[config.mk]
export PLATFORM = sky130hd
export DESIGN_NAME = nfhc_host
export DESIGN_NICKNAME = d
export VERILOG_FILES = /design/src/rtl/nfhc_pkg.sv /design/src/rtl/nfhc_fifo.sv /design/src/rtl/nfhc_host.sv
export SDC_FILE = /design/constraint.sdc
export NUM_CORES = 1
export LEC_CHECK = 0
export CELL_PAD_IN_SITES_DETAIL_PLACEMENT = 0
export CELL_PAD_IN_SITES_GLOBAL_PLACEMENT = 1
export CORE_ASPECT_RATIO = 1.4
export CORE_MARGIN = 2
export CORE_UTILIZATION = 51
export CTS_CLUSTER_SIZE = 12
export DETAILED_ROUTE_END_ITERATION = 16
export DONT_BUFFER_PORTS = 1
export GPL_ROUTABILITY_DRIVEN = 1
export PLACE_DENSITY = 0.82
export SLEW_MARGIN = 30
export SYNTH_ARGS = -nofsm -noshare
export SYNTH_HDL_FRONTEND = slang
export SYNTH_HIERARCHICAL = 1
export SYNTH_SLANG_ARGS = --single-unit
[constraint.sdc]
create_clock -name clk_sys -period 3.36 [get_ports clk_sys]
set_input_delay 0.672 -clock clk_sys [delete_from_list [all_inputs] [get_ports clk_sys]]
set_output_delay 0.672 -clock clk_sys [all_outputs]
set_load 0.02 [all_outputs]
[src/rtl/nfhc_pkg.sv]
// package for the nand flash host controller
package nfhc_pkg;
  // command codes
  localparam logic [7:0] CMD_READ1    = 8'h00;
  localparam logic [7:0] CMD_READ2    = 8'h30;
  localparam logic [7:0] CMD_PROG1    = 8'h80;
  localparam logic [7:0] CMD_PROG2    = 8'h10;
  localparam logic [7:0] CMD_MPROG    = 8'h11;
  localparam logic [7:0] CMD_MPROG1   = 8'h81;
  localparam logic [7:0] CMD_STATUS   = 8'h70;
  localparam logic [7:0] CMD_STATUS_M = 8'h71;
  localparam logic [7:0] CMD_ECC      = 8'h7A;
  localparam logic [7:0] CMD_RESET    = 8'hFF;
  // operation kinds requested by the user side
  typedef enum logic [1:0] {
    NFHC_K_CMD  = 2'b00,
    NFHC_K_ADDR = 2'b01,
    NFHC_K_WDAT = 2'b10,
    NFHC_K_RDAT = 2'b11
  } nfhc_kind_t;
  typedef struct packed {
    nfhc_kind_t kind;
    logic [7:0] data;
  } nfhc_req_t;
  // pins towards the device
  typedef struct packed {
    logic       ce_n;
    logic       cle;
    logic       ale;
    logic       we_n;
    logic       read_strobe_n;
    logic [7:0] io_out;
    logic       io_oe;
  } nfhc_pins_t;
  // timing at 100 MHz
  localparam int CLK_NS        = 10;
  localparam int STROBE_LOW_NS = 20;
  localparam int STROBE_HI_NS  = 20;
  localparam int WHR_NS        = 60;
  localparam int WB_NS         = 100;
  localparam int STROBE_LOW_CY = (STROBE_LOW_NS + CLK_NS - 1) / CLK_NS;
  localparam int STROBE_HI_CY  = (STROBE_HI_NS + CLK_NS - 1) / CLK_NS;
  localparam int WHR_CY        = (WHR_NS + CLK_NS - 1) / CLK_NS;
  localparam int WB_CY         = (WB_NS + CLK_NS - 1) / CLK_NS;
  // longest busy the host tolerates: 700 us program, cycles
  localparam int BUSY_MAX_US   = 700;
  localparam int BUSY_MAX_CY   = BUSY_MAX_US * 1000 / CLK_NS;
  localparam int PARTIAL_MAX   = 4;
  localparam int ECC_BYTES     = 4;
endpackage : nfhc_pkg

[src/rtl/nfhc_fifo.sv]
// small valid/ready fifo
`timescale 1ns/10ps
module nfhc_fifo #(
  parameter int WIDTH = 8,
  parameter int DEPTH = 4
) (
  // clock and reset
  input  wire logic             clk_sys,
  input  wire logic             reset,
  input  wire logic             clk_en,
  // fill side
  input  wire logic             in_valid,
  output logic                  in_ready,
  input  wire logic [WIDTH-1:0] in_data,
  // drain side
  output logic                  out_valid,
  input  wire logic             out_ready,
  output logic      [WIDTH-1:0] out_data
);
  localparam int AW = (DEPTH > 1) ? $clog2(DEPTH) : 1;
  if (WIDTH < 1 || DEPTH < 2 || (DEPTH & (DEPTH - 1)) != 0) $error("bad fifo width or depth");
  logic [WIDTH-1:0] mem_q [DEPTH];
  logic [AW:0]      wr_q, wr_d, rd_q, rd_d;
  logic             push, pop;
  always_comb begin
    in_ready  = (wr_q - rd_q) != (AW+1)'(DEPTH);
    out_valid = wr_q != rd_q;
    push     = in_valid && in_ready;
    pop      = out_valid && out_ready;
    out_data = mem_q[rd_q[AW-1:0]];
    wr_d     = push ? wr_q + 1'b1 : wr_q;
    rd_d     = pop ? rd_q + 1'b1 : rd_q;
  end
  always_ff @(posedge clk_sys or posedge reset) begin
    if (reset) begin
      wr_q <= '0;
      rd_q <= '0;
    end else if (clk_en) begin
      wr_q <= wr_d;
      rd_q <= rd_d;
    end
  end
  always_ff @(posedge clk_sys) begin
    if (clk_en && push) begin
      mem_q[wr_q[AW-1:0]] <= in_data;
    end
  end
endmodule : nfhc_fifo

[src/rtl/nfhc_host.sv]
// nand flash host controller: drives command, address and data strobes
// How it works
// - host counts program confirms (10h), refuses a fifth 80h until a reset (FFh) or read (00h) command.
// - after 7Ah host reads four ecc status bytes.
// - 7Ah only accepted right after a read busy ends.
// - status command 70h or 71h then one strobe returns status.
`timescale 1ns/10ps
module nfhc_host #(
  parameter int BUSY_MAX_CY = nfhc_pkg::BUSY_MAX_CY
) (
  // clock and reset
  input  wire logic               clk_sys,
  input  wire logic               reset,
  input  wire logic               clk_en,
  // user requests
  input  wire logic               req_valid,
  output logic                    req_ready,
  input  wire nfhc_pkg::nfhc_req_t req,
  // read data to user
  output logic                    rd_valid,
  input  wire logic               rd_ready,
  output logic [7:0]              rd_data,
  // status
  output logic                    busy_seen,
  output logic                    timeout,
  output logic                    refused,
  // device pins
  output nfhc_pkg::nfhc_pins_t    pins,
  input  wire logic [7:0]         io_in,
  input  wire logic               ready_busy_n
);
  if (BUSY_MAX_CY < 1) $error("busy bound must be positive");
  typedef enum logic [2:0] {
    S_IDLE  = 3'b000,
    S_LOW   = 3'b001,
    S_HIGH  = 3'b010,
    S_WB    = 3'b011,
    S_BUSY  = 3'b100
  } nfhc_state_t;

  // ready line synchroniser, three stages
  logic [2:0] rb_sync_q;
  logic       rb_q, rb_d;
  always_comb begin
    rb_d = (rb_sync_q[1] == rb_sync_q[2]) ? rb_sync_q[2] : rb_q;
  end
  always_ff @(posedge clk_sys or posedge reset) begin
    if (reset) begin
      rb_sync_q <= 3'b111;
      rb_q      <= 1'b1;
    end else if (clk_en) begin
      rb_sync_q <= {rb_sync_q[1:0], ready_busy_n};
      rb_q      <= rb_d;
    end
  end

  // read data buffer
  logic       f_in_valid, f_in_ready;
  logic [7:0] f_in_data;
  nfhc_fifo #(.WIDTH(8), .DEPTH(4)) u_rdfifo (
    .clk_sys   (clk_sys),
    .reset     (reset),
    .clk_en    (clk_en),
    .in_valid  (f_in_valid),
    .in_ready  (f_in_ready),
    .in_data   (f_in_data),
    .out_valid (rd_valid),
    .out_ready (rd_ready),
    .out_data  (rd_data)
  );

  nfhc_state_t          st_q, st_d;
  nfhc_pkg::nfhc_req_t  cur_q, cur_d;
  nfhc_pkg::nfhc_pins_t pins_q, pins_d;
  logic [31:0] cnt_q, cnt_d;
  logic [7:0]  last_cmd_q, last_cmd_d;
  logic [2:0]  prog_cnt_q, prog_cnt_d;
  logic [2:0]  ecc_left_q, ecc_left_d;
  logic        after_read_q, after_read_d;
  logic        timeout_q, timeout_d, refused_q, refused_d, busy_q, busy_d;
  logic        f_valid_q, f_valid_d;
  logic [7:0]  f_data_q, f_data_d;
  logic        is_cmd, allowed, waits;

  function automatic logic cmd_waits(input logic [7:0] c);
    cmd_waits = (c == nfhc_pkg::CMD_READ2) || (c == nfhc_pkg::CMD_PROG2) ||
                (c == nfhc_pkg::CMD_MPROG) || (c == nfhc_pkg::CMD_RESET);
  endfunction : cmd_waits

  always_comb begin
    st_d         = st_q;
    cur_d        = cur_q;
    pins_d       = pins_q;
    cnt_d        = cnt_q;
    last_cmd_d   = last_cmd_q;
    prog_cnt_d   = prog_cnt_q;
    ecc_left_d   = ecc_left_q;
    after_read_d = after_read_q;
    timeout_d    = 1'b0;
    refused_d    = 1'b0;
    busy_d       = !rb_q;
    f_valid_d    = f_valid_q && !f_in_ready;
    f_data_d     = f_data_q;
    is_cmd       = req.kind == nfhc_pkg::NFHC_K_CMD;
    allowed      = 1'b1;
    if (!rb_q && !(is_cmd && (req.data == nfhc_pkg::CMD_STATUS ||
        req.data == nfhc_pkg::CMD_STATUS_M || req.data == nfhc_pkg::CMD_RESET)) &&
        !(req.kind == nfhc_pkg::NFHC_K_RDAT && (last_cmd_q == nfhc_pkg::CMD_STATUS ||
        last_cmd_q == nfhc_pkg::CMD_STATUS_M))) begin
      allowed = 1'b0;
    end
    if (is_cmd && req.data == nfhc_pkg::CMD_ECC && !after_read_q) begin
      allowed = 1'b0;
    end
    if (is_cmd && req.data == nfhc_pkg::CMD_PROG1 &&
        prog_cnt_q >= 3'(nfhc_pkg::PARTIAL_MAX)) begin
      allowed = 1'b0;
    end
    // pending ecc bytes block other commands
    if (ecc_left_q != 3'd0 && req.kind != nfhc_pkg::NFHC_K_RDAT) begin
      allowed = 1'b0;
    end
    waits = 1'b0;
    case (st_q)
      S_IDLE: begin
        if (req_valid && !f_valid_q) begin
          if (!allowed) begin
            refused_d = 1'b1;
          end else begin
            cur_d          = req;
            st_d           = S_LOW;
            cnt_d          = 32'(nfhc_pkg::STROBE_LOW_CY);
            pins_d.ce_n    = 1'b0;
            pins_d.cle     = is_cmd;
            pins_d.ale     = req.kind == nfhc_pkg::NFHC_K_ADDR;
            pins_d.io_out  = req.data;
            if (req.kind == nfhc_pkg::NFHC_K_RDAT) begin
              pins_d.read_strobe_n = 1'b0;
              pins_d.io_oe         = 1'b0;
            end else begin
              pins_d.we_n  = 1'b0;
              pins_d.io_oe = 1'b1;
            end
          end
        end
      end
      S_LOW: begin
        cnt_d = cnt_q - 32'd1;
        if (cnt_q <= 32'd1) begin
          st_d  = S_HIGH;
          cnt_d = 32'(nfhc_pkg::STROBE_HI_CY);
          pins_d.we_n = 1'b1;
          if (cur_q.kind == nfhc_pkg::NFHC_K_RDAT) begin
            pins_d.read_strobe_n = 1'b1;
            f_valid_d            = 1'b1;
            f_data_d             = io_in;
            after_read_d         = 1'b0;
            if (ecc_left_q != 3'd0) begin
              ecc_left_d = ecc_left_q - 3'd1;
            end
          end
          if (cur_q.kind == nfhc_pkg::NFHC_K_CMD) begin
            last_cmd_d = cur_q.data;
            after_read_d = 1'b0;
            // status byte follows on the next strobe
            if (cur_q.data == nfhc_pkg::CMD_STATUS || cur_q.data == nfhc_pkg::CMD_STATUS_M ||
                cur_q.data == nfhc_pkg::CMD_ECC) begin
              cnt_d = 32'(nfhc_pkg::WHR_CY);
            end
            if (cur_q.data == nfhc_pkg::CMD_ECC) begin
              ecc_left_d = 3'(nfhc_pkg::ECC_BYTES);
            end
            if (cur_q.data == nfhc_pkg::CMD_PROG2) begin
              prog_cnt_d = prog_cnt_q + 3'd1;
            end
            if (cur_q.data == nfhc_pkg::CMD_RESET || cur_q.data == nfhc_pkg::CMD_READ1) begin
              prog_cnt_d = 3'd0;
            end
          end
        end
      end
      S_HIGH: begin
        cnt_d = cnt_q - 32'd1;
        if (cnt_q <= 32'd1) begin
          pins_d.cle   = 1'b0;
          pins_d.ale   = 1'b0;
          pins_d.io_oe = 1'b0;
          waits = cur_q.kind == nfhc_pkg::NFHC_K_CMD && cmd_waits(cur_q.data);
          st_d  = waits ? S_WB : S_IDLE;
          cnt_d = 32'(nfhc_pkg::WB_CY);
        end
      end
      S_WB: begin
        cnt_d = cnt_q - 32'd1;
        if (cnt_q <= 32'd1) begin
          st_d  = S_BUSY;
          cnt_d = 32'(BUSY_MAX_CY);
        end
      end
      S_BUSY: begin
        cnt_d = cnt_q - 32'd1;
        if (rb_q) begin
          st_d = S_IDLE;
          after_read_d = last_cmd_q == nfhc_pkg::CMD_READ2;
        end else if (cnt_q <= 32'd1) begin
          st_d      = S_IDLE;
          timeout_d = 1'b1;
        end
      end
      default: st_d = S_IDLE;
    endcase
  end

  always_ff @(posedge clk_sys or posedge reset) begin
    if (reset) begin
      st_q         <= S_IDLE;
      cur_q        <= '0;
      pins_q       <= '{ce_n: 1'b1, cle: 1'b0, ale: 1'b0, we_n: 1'b1,
                        read_strobe_n: 1'b1, io_out: 8'h00, io_oe: 1'b0};
      cnt_q        <= '0;
      last_cmd_q   <= 8'h00;
      prog_cnt_q   <= '0;
      ecc_left_q   <= '0;
      after_read_q <= 1'b0;
      timeout_q    <= 1'b0;
      refused_q    <= 1'b0;
      busy_q       <= 1'b0;
      f_valid_q    <= 1'b0;
      f_data_q     <= 8'h00;
    end else if (clk_en) begin
      st_q         <= st_d;
      cur_q        <= cur_d;
      pins_q       <= pins_d;
      cnt_q        <= cnt_d;
      last_cmd_q   <= last_cmd_d;
      prog_cnt_q   <= prog_cnt_d;
      ecc_left_q   <= ecc_left_d;
      after_read_q <= after_read_d;
      timeout_q    <= timeout_d;
      refused_q    <= refused_d;
      busy_q       <= busy_d;
      f_valid_q    <= f_valid_d;
      f_data_q     <= f_data_d;
    end
  end

  assign f_in_valid = f_valid_q;
  assign f_in_data  = f_data_q;
  assign req_ready  = (st_q == S_IDLE) && !f_valid_q && clk_en;
  assign pins       = pins_q;
  assign timeout    = timeout_q;
  assign refused    = refused_q;
  assign busy_seen  = busy_q;

  chk_cmd_cle: assert property (@(posedge clk_sys) disable iff (reset)
    $rose(pins_q.we_n) && cur_q.kind == nfhc_pkg::NFHC_K_CMD |-> pins_q.cle)
    else $error("command latched without cle");
  chk_busy_gate: assert property (@(posedge clk_sys) disable iff (reset)
    st_q == S_IDLE && clk_en && req_valid && !f_valid_q && !rb_q &&
    (req.kind == nfhc_pkg::NFHC_K_ADDR || req.kind == nfhc_pkg::NFHC_K_WDAT) |=> refused_q)
    else $error("non-command sent while busy");
  chk_partial_max: assert property (@(posedge clk_sys) disable iff (reset)
    prog_cnt_q <= 3'(nfhc_pkg::PARTIAL_MAX))
    else $error("page programmed too often");
  chk_strobe_high: assert property (@(posedge clk_sys) disable iff (reset || !clk_en)
    $rose(pins_q.read_strobe_n) |-> pins_q.read_strobe_n [*2])
    else $error("read strobe high too short");
  chk_ecc_count: assert property (@(posedge clk_sys) disable iff (reset)
    ecc_left_q != 3'd0 && st_q == S_IDLE && clk_en && req_valid && !f_valid_q &&
    req.kind != nfhc_pkg::NFHC_K_RDAT |=> refused_q && ecc_left_q <= 3'(nfhc_pkg::ECC_BYTES))
    else $error("ecc bytes skipped");
  // busy wait ends on ready or timeout
  chk_busy_exit: assert property (@(posedge clk_sys) disable iff (reset || !clk_en)
    st_q == S_BUSY && rb_q |=> st_q == S_IDLE && !timeout_q)
    else $error("busy wait did not end on ready");
  chk_status_gap: assert property (@(posedge clk_sys) disable iff (reset || !clk_en)
    $rose(pins_q.we_n) && pins_q.cle && cur_q.data == nfhc_pkg::CMD_STATUS
    |-> pins_q.read_strobe_n [*6])
    else $error("status strobe too early");
  // read data captured at strobe rise
  chk_read_cap: assert property (@(posedge clk_sys) disable iff (reset || !clk_en)
    $rose(pins_q.read_strobe_n) |-> f_valid_q)
    else $error("read byte not captured");
endmodule : nfhc_host

==> results of run 1 <==
-- flip-flops by register name, summed over array words and instances (netlist names) --
signal,flops
rb_q,1
cnt_q,32
prog_cnt_q,3
pins,14
rb_sync_q,3
u_rdfifo/wr_q,3
after_read_q,1
last_cmd_q,8
st_q,3
refused,1
timeout,1
cur_q,2
ecc_left_q,3
busy_seen,1
u_rdfifo/rd_q,3
u_rdfifo/mem_q,32
f_in_valid,1
f_data_q,8
-- cell usage in the layout, fill, tap and decap left out, types with 11 or more instances in the layout --
| master | count |
|---|---|
| sky130_fd_sc_hd__dfrtp_1 | 81 |
| sky130_fd_sc_hd__nand2_1 | 64 |
| sky130_fd_sc_hd__nor2_1 | 32 |
| sky130_fd_sc_hd__edfxtp_1 | 32 |
| sky130_fd_sc_hd__a21oi_1 | 31 |
| sky130_fd_sc_hd__mux2_2 | 18 |
| sky130_fd_sc_hd__a31oi_1 | 18 |
| sky130_fd_sc_hd__o21ai_0 | 17 |
| sky130_fd_sc_hd__clkbuf_16 | 17 |
| sky130_fd_sc_hd__nor3_1 | 16 |
| sky130_fd_sc_hd__inv_1 | 16 |
| sky130_fd_sc_hd__buf_4 | 16 |
| sky130_fd_sc_hd__nand3_1 | 15 |
| sky130_fd_sc_hd__ha_1 | 14 |
| sky130_fd_sc_hd__nor4_1 | 11 |
-- worst register-to-register path: stages, from the launching register on --
cell and delay (ns):
sky130_fd_sc_hd__dfrtp_1 0.39, sky130_fd_sc_hd__inv_1 0.08, sky130_fd_sc_hd__ha_1 0.16, sky130_fd_sc_hd__nor2b_1 0.27
sky130_fd_sc_hd__nor4bb_1 0.31, sky130_fd_sc_hd__a211oi_1 0.19, sky130_fd_sc_hd__or3_1 0.61, sky130_fd_sc_hd__and2_1 0.44
sky130_fd_sc_hd__a221o_1 0.43
-- path summary, 6_finish.rpt --
path / slack (ns) / to / from / cells after the start
max in group asynchronous: 2.54 / cnt_q[7]$_DFFE_PP0P_ / reset / 2
min: 0.06 / u_rdfifo/rd_q[0]$_DFFE_PP0P_ / reset / 1
max reg2reg: 0.37 / cnt_q[10]$_DFFE_PP0P_ / ecc_left_q[0]$_DFFE_PP0P_ / 8
min reg2reg: 0.46 / last_cmd_q[5]$_DFFE_PP0P_ / last_cmd_q[5]$_DFFE_PP0P_ / 2
min in group clk_sys: 0.33 / rb_sync_q[2]$_DFFE_PP1P_ / clk_en / 1
max: 0.37 / cnt_q[10]$_DFFE_PP0P_ / ecc_left_q[0]$_DFFE_PP0P_ / 8
-- power by group through the flow --
stage | Sequential (W) | Clock, W | Combinational [W]
2_1_floorplan | 0.00215 | 0 | 0.00165
3_3_place_gp | 0.00237 | 0 | 0.00183
3_5_place_dp | 0.00239 | 0 | 0.00188
4_1_cts | 0.00236 | 0.00189 | 0.00189
5_1_grt | 0.00243 | 0.00197 | 0.00210
6_report | 0.00237 | 0.00186 | 0.00189
-- per-stage QoR --
| step | hold slack (ns) | util | worst slack [ns] |
|---|---|---|---|
| final | 0.0599 | 0.583 | 0.374 |
| after global routing | 0.0619 | 0.583 | 0.188 |
| after CTS | 0.0515 | 0.583 | 0.380 |
| after detailed placement | 0.452 | 0.532 | 0.397 |
| after global placement | 0.446 | 0.531 | 0.458 |
| after floorplan | 0.431 | - | 0.591 |
-- logic make-up (layout without fill, tap and decap cells) --
logic type | Yosys count | after routing | synth area share
AO/OA/AOI/OAI | 130 | 130 | 0.152
XOR/XNOR | 7 | 7 | 0.0125
adder cells (fa/ha/maj) | 14 | 14 | 0.0287
buffers and inverters | 48 | 66 | 0.0365
flip-flops | 120 | 120 | 0.521
multiplexers | 38 | 38 | 0.0850
AND/OR/NAND/NOR | 192 | 192 | 0.165
-- cell usage after synthesis, types with 3 or more instances --
cell / number
sky130_fd_sc_hd__mux2_2: 18
sky130_fd_sc_hd__o22a_1: 6
sky130_fd_sc_hd__a22oi_1: 7
sky130_fd_sc_hd__o21a_1: 4
sky130_fd_sc_hd__a21oi_1: 31
sky130_fd_sc_hd__buf_4: 9
sky130_fd_sc_hd__dfstp_2: 7
sky130_fd_sc_hd__and2_1: 5
sky130_fd_sc_hd__a31oi_1: 18
sky130_fd_sc_hd__o41ai_1: 3
sky130_fd_sc_hd__nor3_1: 16
sky130_fd_sc_hd__mux2i_1: 3
sky130_fd_sc_hd__mux4_2: 8
sky130_fd_sc_hd__o21ai_0: 17
sky130_fd_sc_hd__ha_1: 14
sky130_fd_sc_hd__nand2_1: 64
sky130_fd_sc_hd__dfrtp_1: 81
sky130_fd_sc_hd__nor4_1: 12
sky130_fd_sc_hd__nor2_1: 32
sky130_fd_sc_hd__nand4_1: 4
sky130_fd_sc_hd__o2bb2ai_1: 8
sky130_fd_sc_hd__nor3_2: 3
sky130_fd_sc_hd__or3_1: 5
sky130_fd_sc_hd__buf_2: 7
sky130_fd_sc_hd__clkbuf_1: 14
sky130_fd_sc_hd__nand2b_1: 6
sky130_fd_sc_hd__nor2b_1: 7
sky130_fd_sc_hd__xnor2_1: 3
sky130_fd_sc_hd__a211oi_1: 4
sky130_fd_sc_hd__edfxtp_1: 32
sky130_fd_sc_hd__and2_2: 3
sky130_fd_sc_hd__mux2_1: 8
sky130_fd_sc_hd__and3_1: 5
sky130_fd_sc_hd__nand3_1: 15
sky130_fd_sc_hd__a221o_1: 4
sky130_fd_sc_hd__inv_1: 17
-- metal layers --
layer	GRT usage	wire length [um]
met4	0.0767	252
met2	0.419	7740
met3	0.0543	669
met5	0	0
met1	0.288	5390
-- area by class of cell --
class	instances	area (um^2)
clock buffers	17	425
clock inverters	15	175
fillers	981	4900
inverters	18	72.6
multi-input cells	381	2710
flip-flops and latches	120	3170
well taps	147	184
repair buffers	16	120
==> run metrics, run 1 <==
cell family contributing the most delay on the critical path=simple AND/OR/NAND/NOR gates; row count=47; CTS tree=built; final total power=0.00613 W; predominant post-synthesis flop cell=sky130_fd_sc_hd__dfrtp_1; critical path's largest stage delay=around 0.6 ns; run status=completed; worst ir drop on vdd=about 0.47 mV; ANT cells=0; placer congestion estimate=roughly 0.83; first-pass GRT wire length=about 24000 um; maximum number of pins on one net before global-route repair=58; Hold/Removal Path Class=input pin to asynchronous set/reset pin; combinational fraction of design power=0.309; final sum of negative setup slack=0 ns; number of hold buffers added after cts=0; share of final-layout standard cells stronger than drive strength 1=0.180; remaining design rule violation count=0; crit start category=register; final non-filler cell total=between 700 and 800; sequential share of power=0.387; CTS clk-pin slew, worst paths=around 0.06 ns; Vias=about 4500; Syn Std Cell Area=6090 um^2; Port Buffers=0; total length of routed wires=about 14000 um; relative slew slack=0.494; Crit Path Category=register to register; number of enable flip-flop cells after synthesis=32; post-detailed-route count of antenna-violating nets=0; Leakage=around 2.9 nW; number of placed I/O pins=51; fraction of synthesis flops using an asynchronous set or reset pin=0.733; transition at the pin with the smallest max-transition slack=approximately 0.75 ns; Hold Fails Final Rpt=0; critical path data arrival time=between 3 and 4 ns; vertical extent of the die=approximately 130 um; number of slew-limit violations in the final report=0; synth top area cells=sky130_fd_sc_hd__dfrtp_1 (33%), sky130_fd_sc_hd__edfxtp_1 (16%), sky130_fd_sc_hd__nand2_1 (3.9%); setup repair after global routing missed its margin=no; Buf+Inv Stages, Crit Path=1; overflow left after global routing=0; total CTS buffers=17; die footprint=between 10000 and 15000 um^2; Layout area overhead=12.6%; Power per Cell Area=between 800 and 900 nW/um^2; vias in the first global route=roughly 4500; flop and latch count out of synthesis=120; Tcrit/Tclk final=0.889; number of unique standard cell types used by synthesis=slightly above 70; sequential cell area fraction in the yosys report=0.521; list of cells traversed by the critical path=inv_1 > ha_1 > nor2b_1 > nor4bb_1 > a211oi_1 > or3_1 > and2_1 > a221o_1; Synth warnings=6; placed instance count=about 680; cell count after synthesis=~550; aggregate global-route resource usage=0.240; net switching power=0.00237 W; Internal Pwr Total=~0.0038 W; max-cap violations=0; width of the die=about 96 um; setup skew after layout=0.0109 ns; # resized after CTS=0; number of nets produced by synthesis=about 590; setup repair bufs after CTS=0; initial antenna violation count=0; maximum level of the CTS H-tree=4; fraction of power consumed by the clock network=0.304; cell chosen for the clock root=sky130_fd_sc_hd__clkbuf_16; Clk Latency, worst-skew pair=between 0.4 and 0.5 ns; sw frac=0.387; final critical path time including I/O delays and setup=2.99 ns; DR WL/cell=between 15 and 20 um; slowest stage cell on the critical path=sky130_fd_sc_hd__or3_1; per-instance average area after synthesis=roughly 11 um^2; 1st-iter DRT viols=between 200 and 250; count of endpoints failing setup in the final report=0; share of the synthesized area in the top cell type=0.333; total clock sinks=between 100 and 150; critical-path maximum fanout=13; Worst EP required=approximately 3.7 ns; First-pass DRT Iterations=5; top cell type by total area after synthesis=sky130_fd_sc_hd__dfrtp_1; Critical Path Sink Type=register; post-DP HPWL=9700 um; Placed Area=around 6300 um^2; number of nets in the finished design=about 590; Clock Path Buffers=2; starting density of the core=0.518; Avg Vias per Cell=slightly above 6; achievable clock frequency=~0.33 GHz; core region area=11800 um^2; post-route design area=just under 7000 um^2
No activity file was read; power rests on OpenSTA's default activity.
==> inputs of run 2 (changes only) <==
REMOVE_ABC_BUFFERS = 1   (was default)
==> run 2 against run 1 <==
Non-clock buffer count increased by 2. Sequential share of layout area up 0.27 points. Flip-flop and latch count is the same. Clock skew down 0.0057 ns. Via count decreased by 0.38%. Total power decreased by 3.3%. Worst setup slack gained 0.081 ns. Worst hold slack lost 0.0027 ns. Clock power down 11%. Critical path depth did not move. First-iteration DRC count is 37% higher. Global-route usage shrank 0.27 points.
==> run metrics, run 2 (same netlist as run 1, synthesis figures left out) <==
most common cell after layout, fill and taps aside=sky130_fd_sc_hd__dfrtp_1; worst ir drop on vdd=0.460 mV; length in cells of the worst reg-to-reg path=8; setup repair bufs after CTS=0; critical-path maximum fanout=13; top library cells by usage in the layout, fill and taps aside=sky130_fd_sc_hd__dfrtp_1 (81), sky130_fd_sc_hd__nand2_1 (64), sky130_fd_sc_hd__nor2_1 (32), sky130_fd_sc_hd__edfxtp_1 (32), sky130_fd_sc_hd__a21oi_1 (31); Placed Area=between 6000 and 7000 um^2; CTS clk-pin slew, worst paths=about 0.060 ns; critical path data arrival time=approximately 3.2 ns; register-to-register setup slack=around 0.45 ns; run status=completed; First-pass DRT Iterations=5; Port Buffers=0; endpoint of the most critical setup path=cnt_q[10]$_DFFE_PP0P_; Power per Cell Area=between 800 and 900 nW/um^2; die footprint=~13000 um^2; vertical extent of the die=~130 um; Vias=4434; Clock Path Buffers=2; max-cap violations=0; combinational fraction of design power=0.323; core region area=~12000 um^2; placer congestion estimate=0.802; ANT cells=0; post-DP HPWL=9480 um; Hold/Removal Path Class=input pin to asynchronous set/reset pin; Avg Vias per Cell=a little over 6; final sum of negative setup slack=0 ns; transition at the pin with the smallest max-transition slack=about 0.76 ns; setup repair after global routing missed its margin=no; initial antenna violation count=0; Crit Path Category=register to register; worst slack on hold paths=between 0.05 and 0.06 ns; first-pass GRT wire length=23300 um; crit start category=register; achievable clock frequency=approximately 0.34 GHz; Worst EP required=3.65 ns; sw frac=0.391; number of nets in the finished design=just under 600; 1st-iter DRT viols=321; share of final-layout standard cells stronger than drive strength 1=0.181; number of hold buffers added after cts=0; # resized after CTS=0; cell chosen for the clock root=sky130_fd_sc_hd__clkbuf_16; Clk Latency, worst-skew pair=roughly 0.42 ns; starting density of the core=0.518; Tcrit/Tclk final=0.865; sequential share of power=0.397; post-detailed-route count of antenna-violating nets=0; maximum number of pins on one net before global-route repair=51; remaining design rule violation count=0; Worst R2R Start=ecc_left_q[0]$_DFFE_PP0P_; setup skew after layout=~0.0052 ns; Layout area overhead=11.9%; final critical path time including I/O delays and setup=between 2 and 3 ns; post-route design area=just under 7000 um^2; maximum level of the CTS H-tree=4; CTS tree=built; Critical Path Sink Type=register; relative slew slack=0.489; total CTS buffers=17; count of endpoints failing setup in the final report=0; DR WL/cell=19.2 um; total clock sinks=120; Hold Fails Final Rpt=0; Leakage=between 2 and 3 nW; row count=47; overflow left after global routing=0; vias in the first global route=between 4000 and 5000; total length of routed wires=13700 um; width of the die=between 90 and 100 um; source of the critical timing path=ecc_left_q[0]$_DFFE_PP0P_; aggregate global-route resource usage=0.237; critical register-to-register path endpoint=cnt_q[10]$_DFFE_PP0P_; net switching power=roughly 0.0023 W; Internal Pwr Total=0.00361 W; number of slew-limit violations in the final report=0; fraction of power consumed by the clock network=0.279; number of placed I/O pins=between 50 and 60
-- run 2: changes by cell type in the layout (fill, tap and decap cells not counted) --
cell / previous run / this run
sky130_fd_sc_hd__buf_4: 16 / 17
sky130_fd_sc_hd__clkinvlp_4: 0 / 3
sky130_fd_sc_hd__buf_12: 0 / 1
sky130_fd_sc_hd__bufinv_16: 2 / 0
sky130_fd_sc_hd__clkbuf_1: 0 / 1
sky130_fd_sc_hd__nor3_2: 2 / 3
sky130_fd_sc_hd__nor3_4: 1 / 0
sky130_fd_sc_hd__clkinv_2: 1 / 3
sky130_fd_sc_hd__inv_6: 8 / 6
sky130_fd_sc_hd__clkinv_4: 3 / 2
sky130_fd_sc_hd__inv_8: 2 / 1
-- run 2: how the worst min path moves through the flow --
stage / start / endpoint / slack, ns / depth (start not counted)
final: reset / u_rdfifo/rd_q[2]$_DFFE_PP0P_ / 0.06 / 1
after global routing: reset / u_rdfifo/wr_q[2]$_DFFE_PP0P_ / 0.07 / 1
after detailed placement: last_cmd_q[5]$_DFFE_PP0P_ / last_cmd_q[5]$_DFFE_PP0P_ / 0.45 / 2
after global placement: last_cmd_q[5]$_DFFE_PP0P_ / last_cmd_q[5]$_DFFE_PP0P_ / 0.44 / 2
after CTS: reset / u_rdfifo/rd_q[2]$_DFFE_PP0P_ / 0.05 / 1
after floorplan: last_cmd_q[5]$_DFFE_PP0P_ / last_cmd_q[5]$_DFFE_PP0P_ / 0.43 / 2
-- run 2: power by group through the flow --
stage          combinational [W]  clock (W)  sequential (W)
2_1_floorplan            0.00142          0         0.00227
3_3_place_gp             0.00186          0         0.00235
3_5_place_dp             0.00190          0         0.00237
4_1_cts                  0.00191    0.00169         0.00235
5_1_grt                  0.00214    0.00176         0.00241
6_report                 0.00192    0.00166         0.00235
-- run 2: worst max-delay path: stages (launching register included) --
cell and delay [ns]:
sky130_fd_sc_hd__dfrtp_1 0.39, sky130_fd_sc_hd__inv_1 0.09, sky130_fd_sc_hd__ha_1 0.16, sky130_fd_sc_hd__nor2b_1 0.21, sky130_fd_sc_hd__nor4bb_1 0.31, sky130_fd_sc_hd__a211oi_1 0.17, sky130_fd_sc_hd__or3_1 0.59, sky130_fd_sc_hd__and2_1 0.45
sky130_fd_sc_hd__a221o_1 0.42
-- run 2: per-layer routing --
layer | vias to the layer above | global-route usage | wire, um | share of wire
met5 | - | 0 | 0 | 0
met4 | 0 | 0.0845 | 246 | 0.018
met3 | 27 | 0.0515 | 706 | 0.051
met2 | 142 | 0.416 | 7370 | 0.54
met1 | 2190 | 0.281 | 5420 | 0.39
li1 | 2075 | - | - | -
-- run 2: final cells by class --
| class | instances | area (um^2) |
|---|---|---|
| fillers | 982 | 4940 |
| multi-input cells | 381 | 2710 |
| flip-flops and latches | 120 | 3170 |
| clock buffers | 18 | 429 |
| inverters | 18 | 68.8 |
| well taps | 147 | 184 |
| repair buffers | 18 | 148 |
| clock inverters | 14 | 114 |
-- run 2: through the flow --
step	utilization	power, W	instances	worst slack (ns)
after global placement	0.534	0.00422	684	0.510
after global routing	0.580	0.00631	716	0.297
final	0.580	0.00592	716	0.455
after detailed placement	0.534	0.00427	684	0.473
after CTS	0.580	0.00596	716	0.460
after floorplan	-	0.00369	519	-0.666
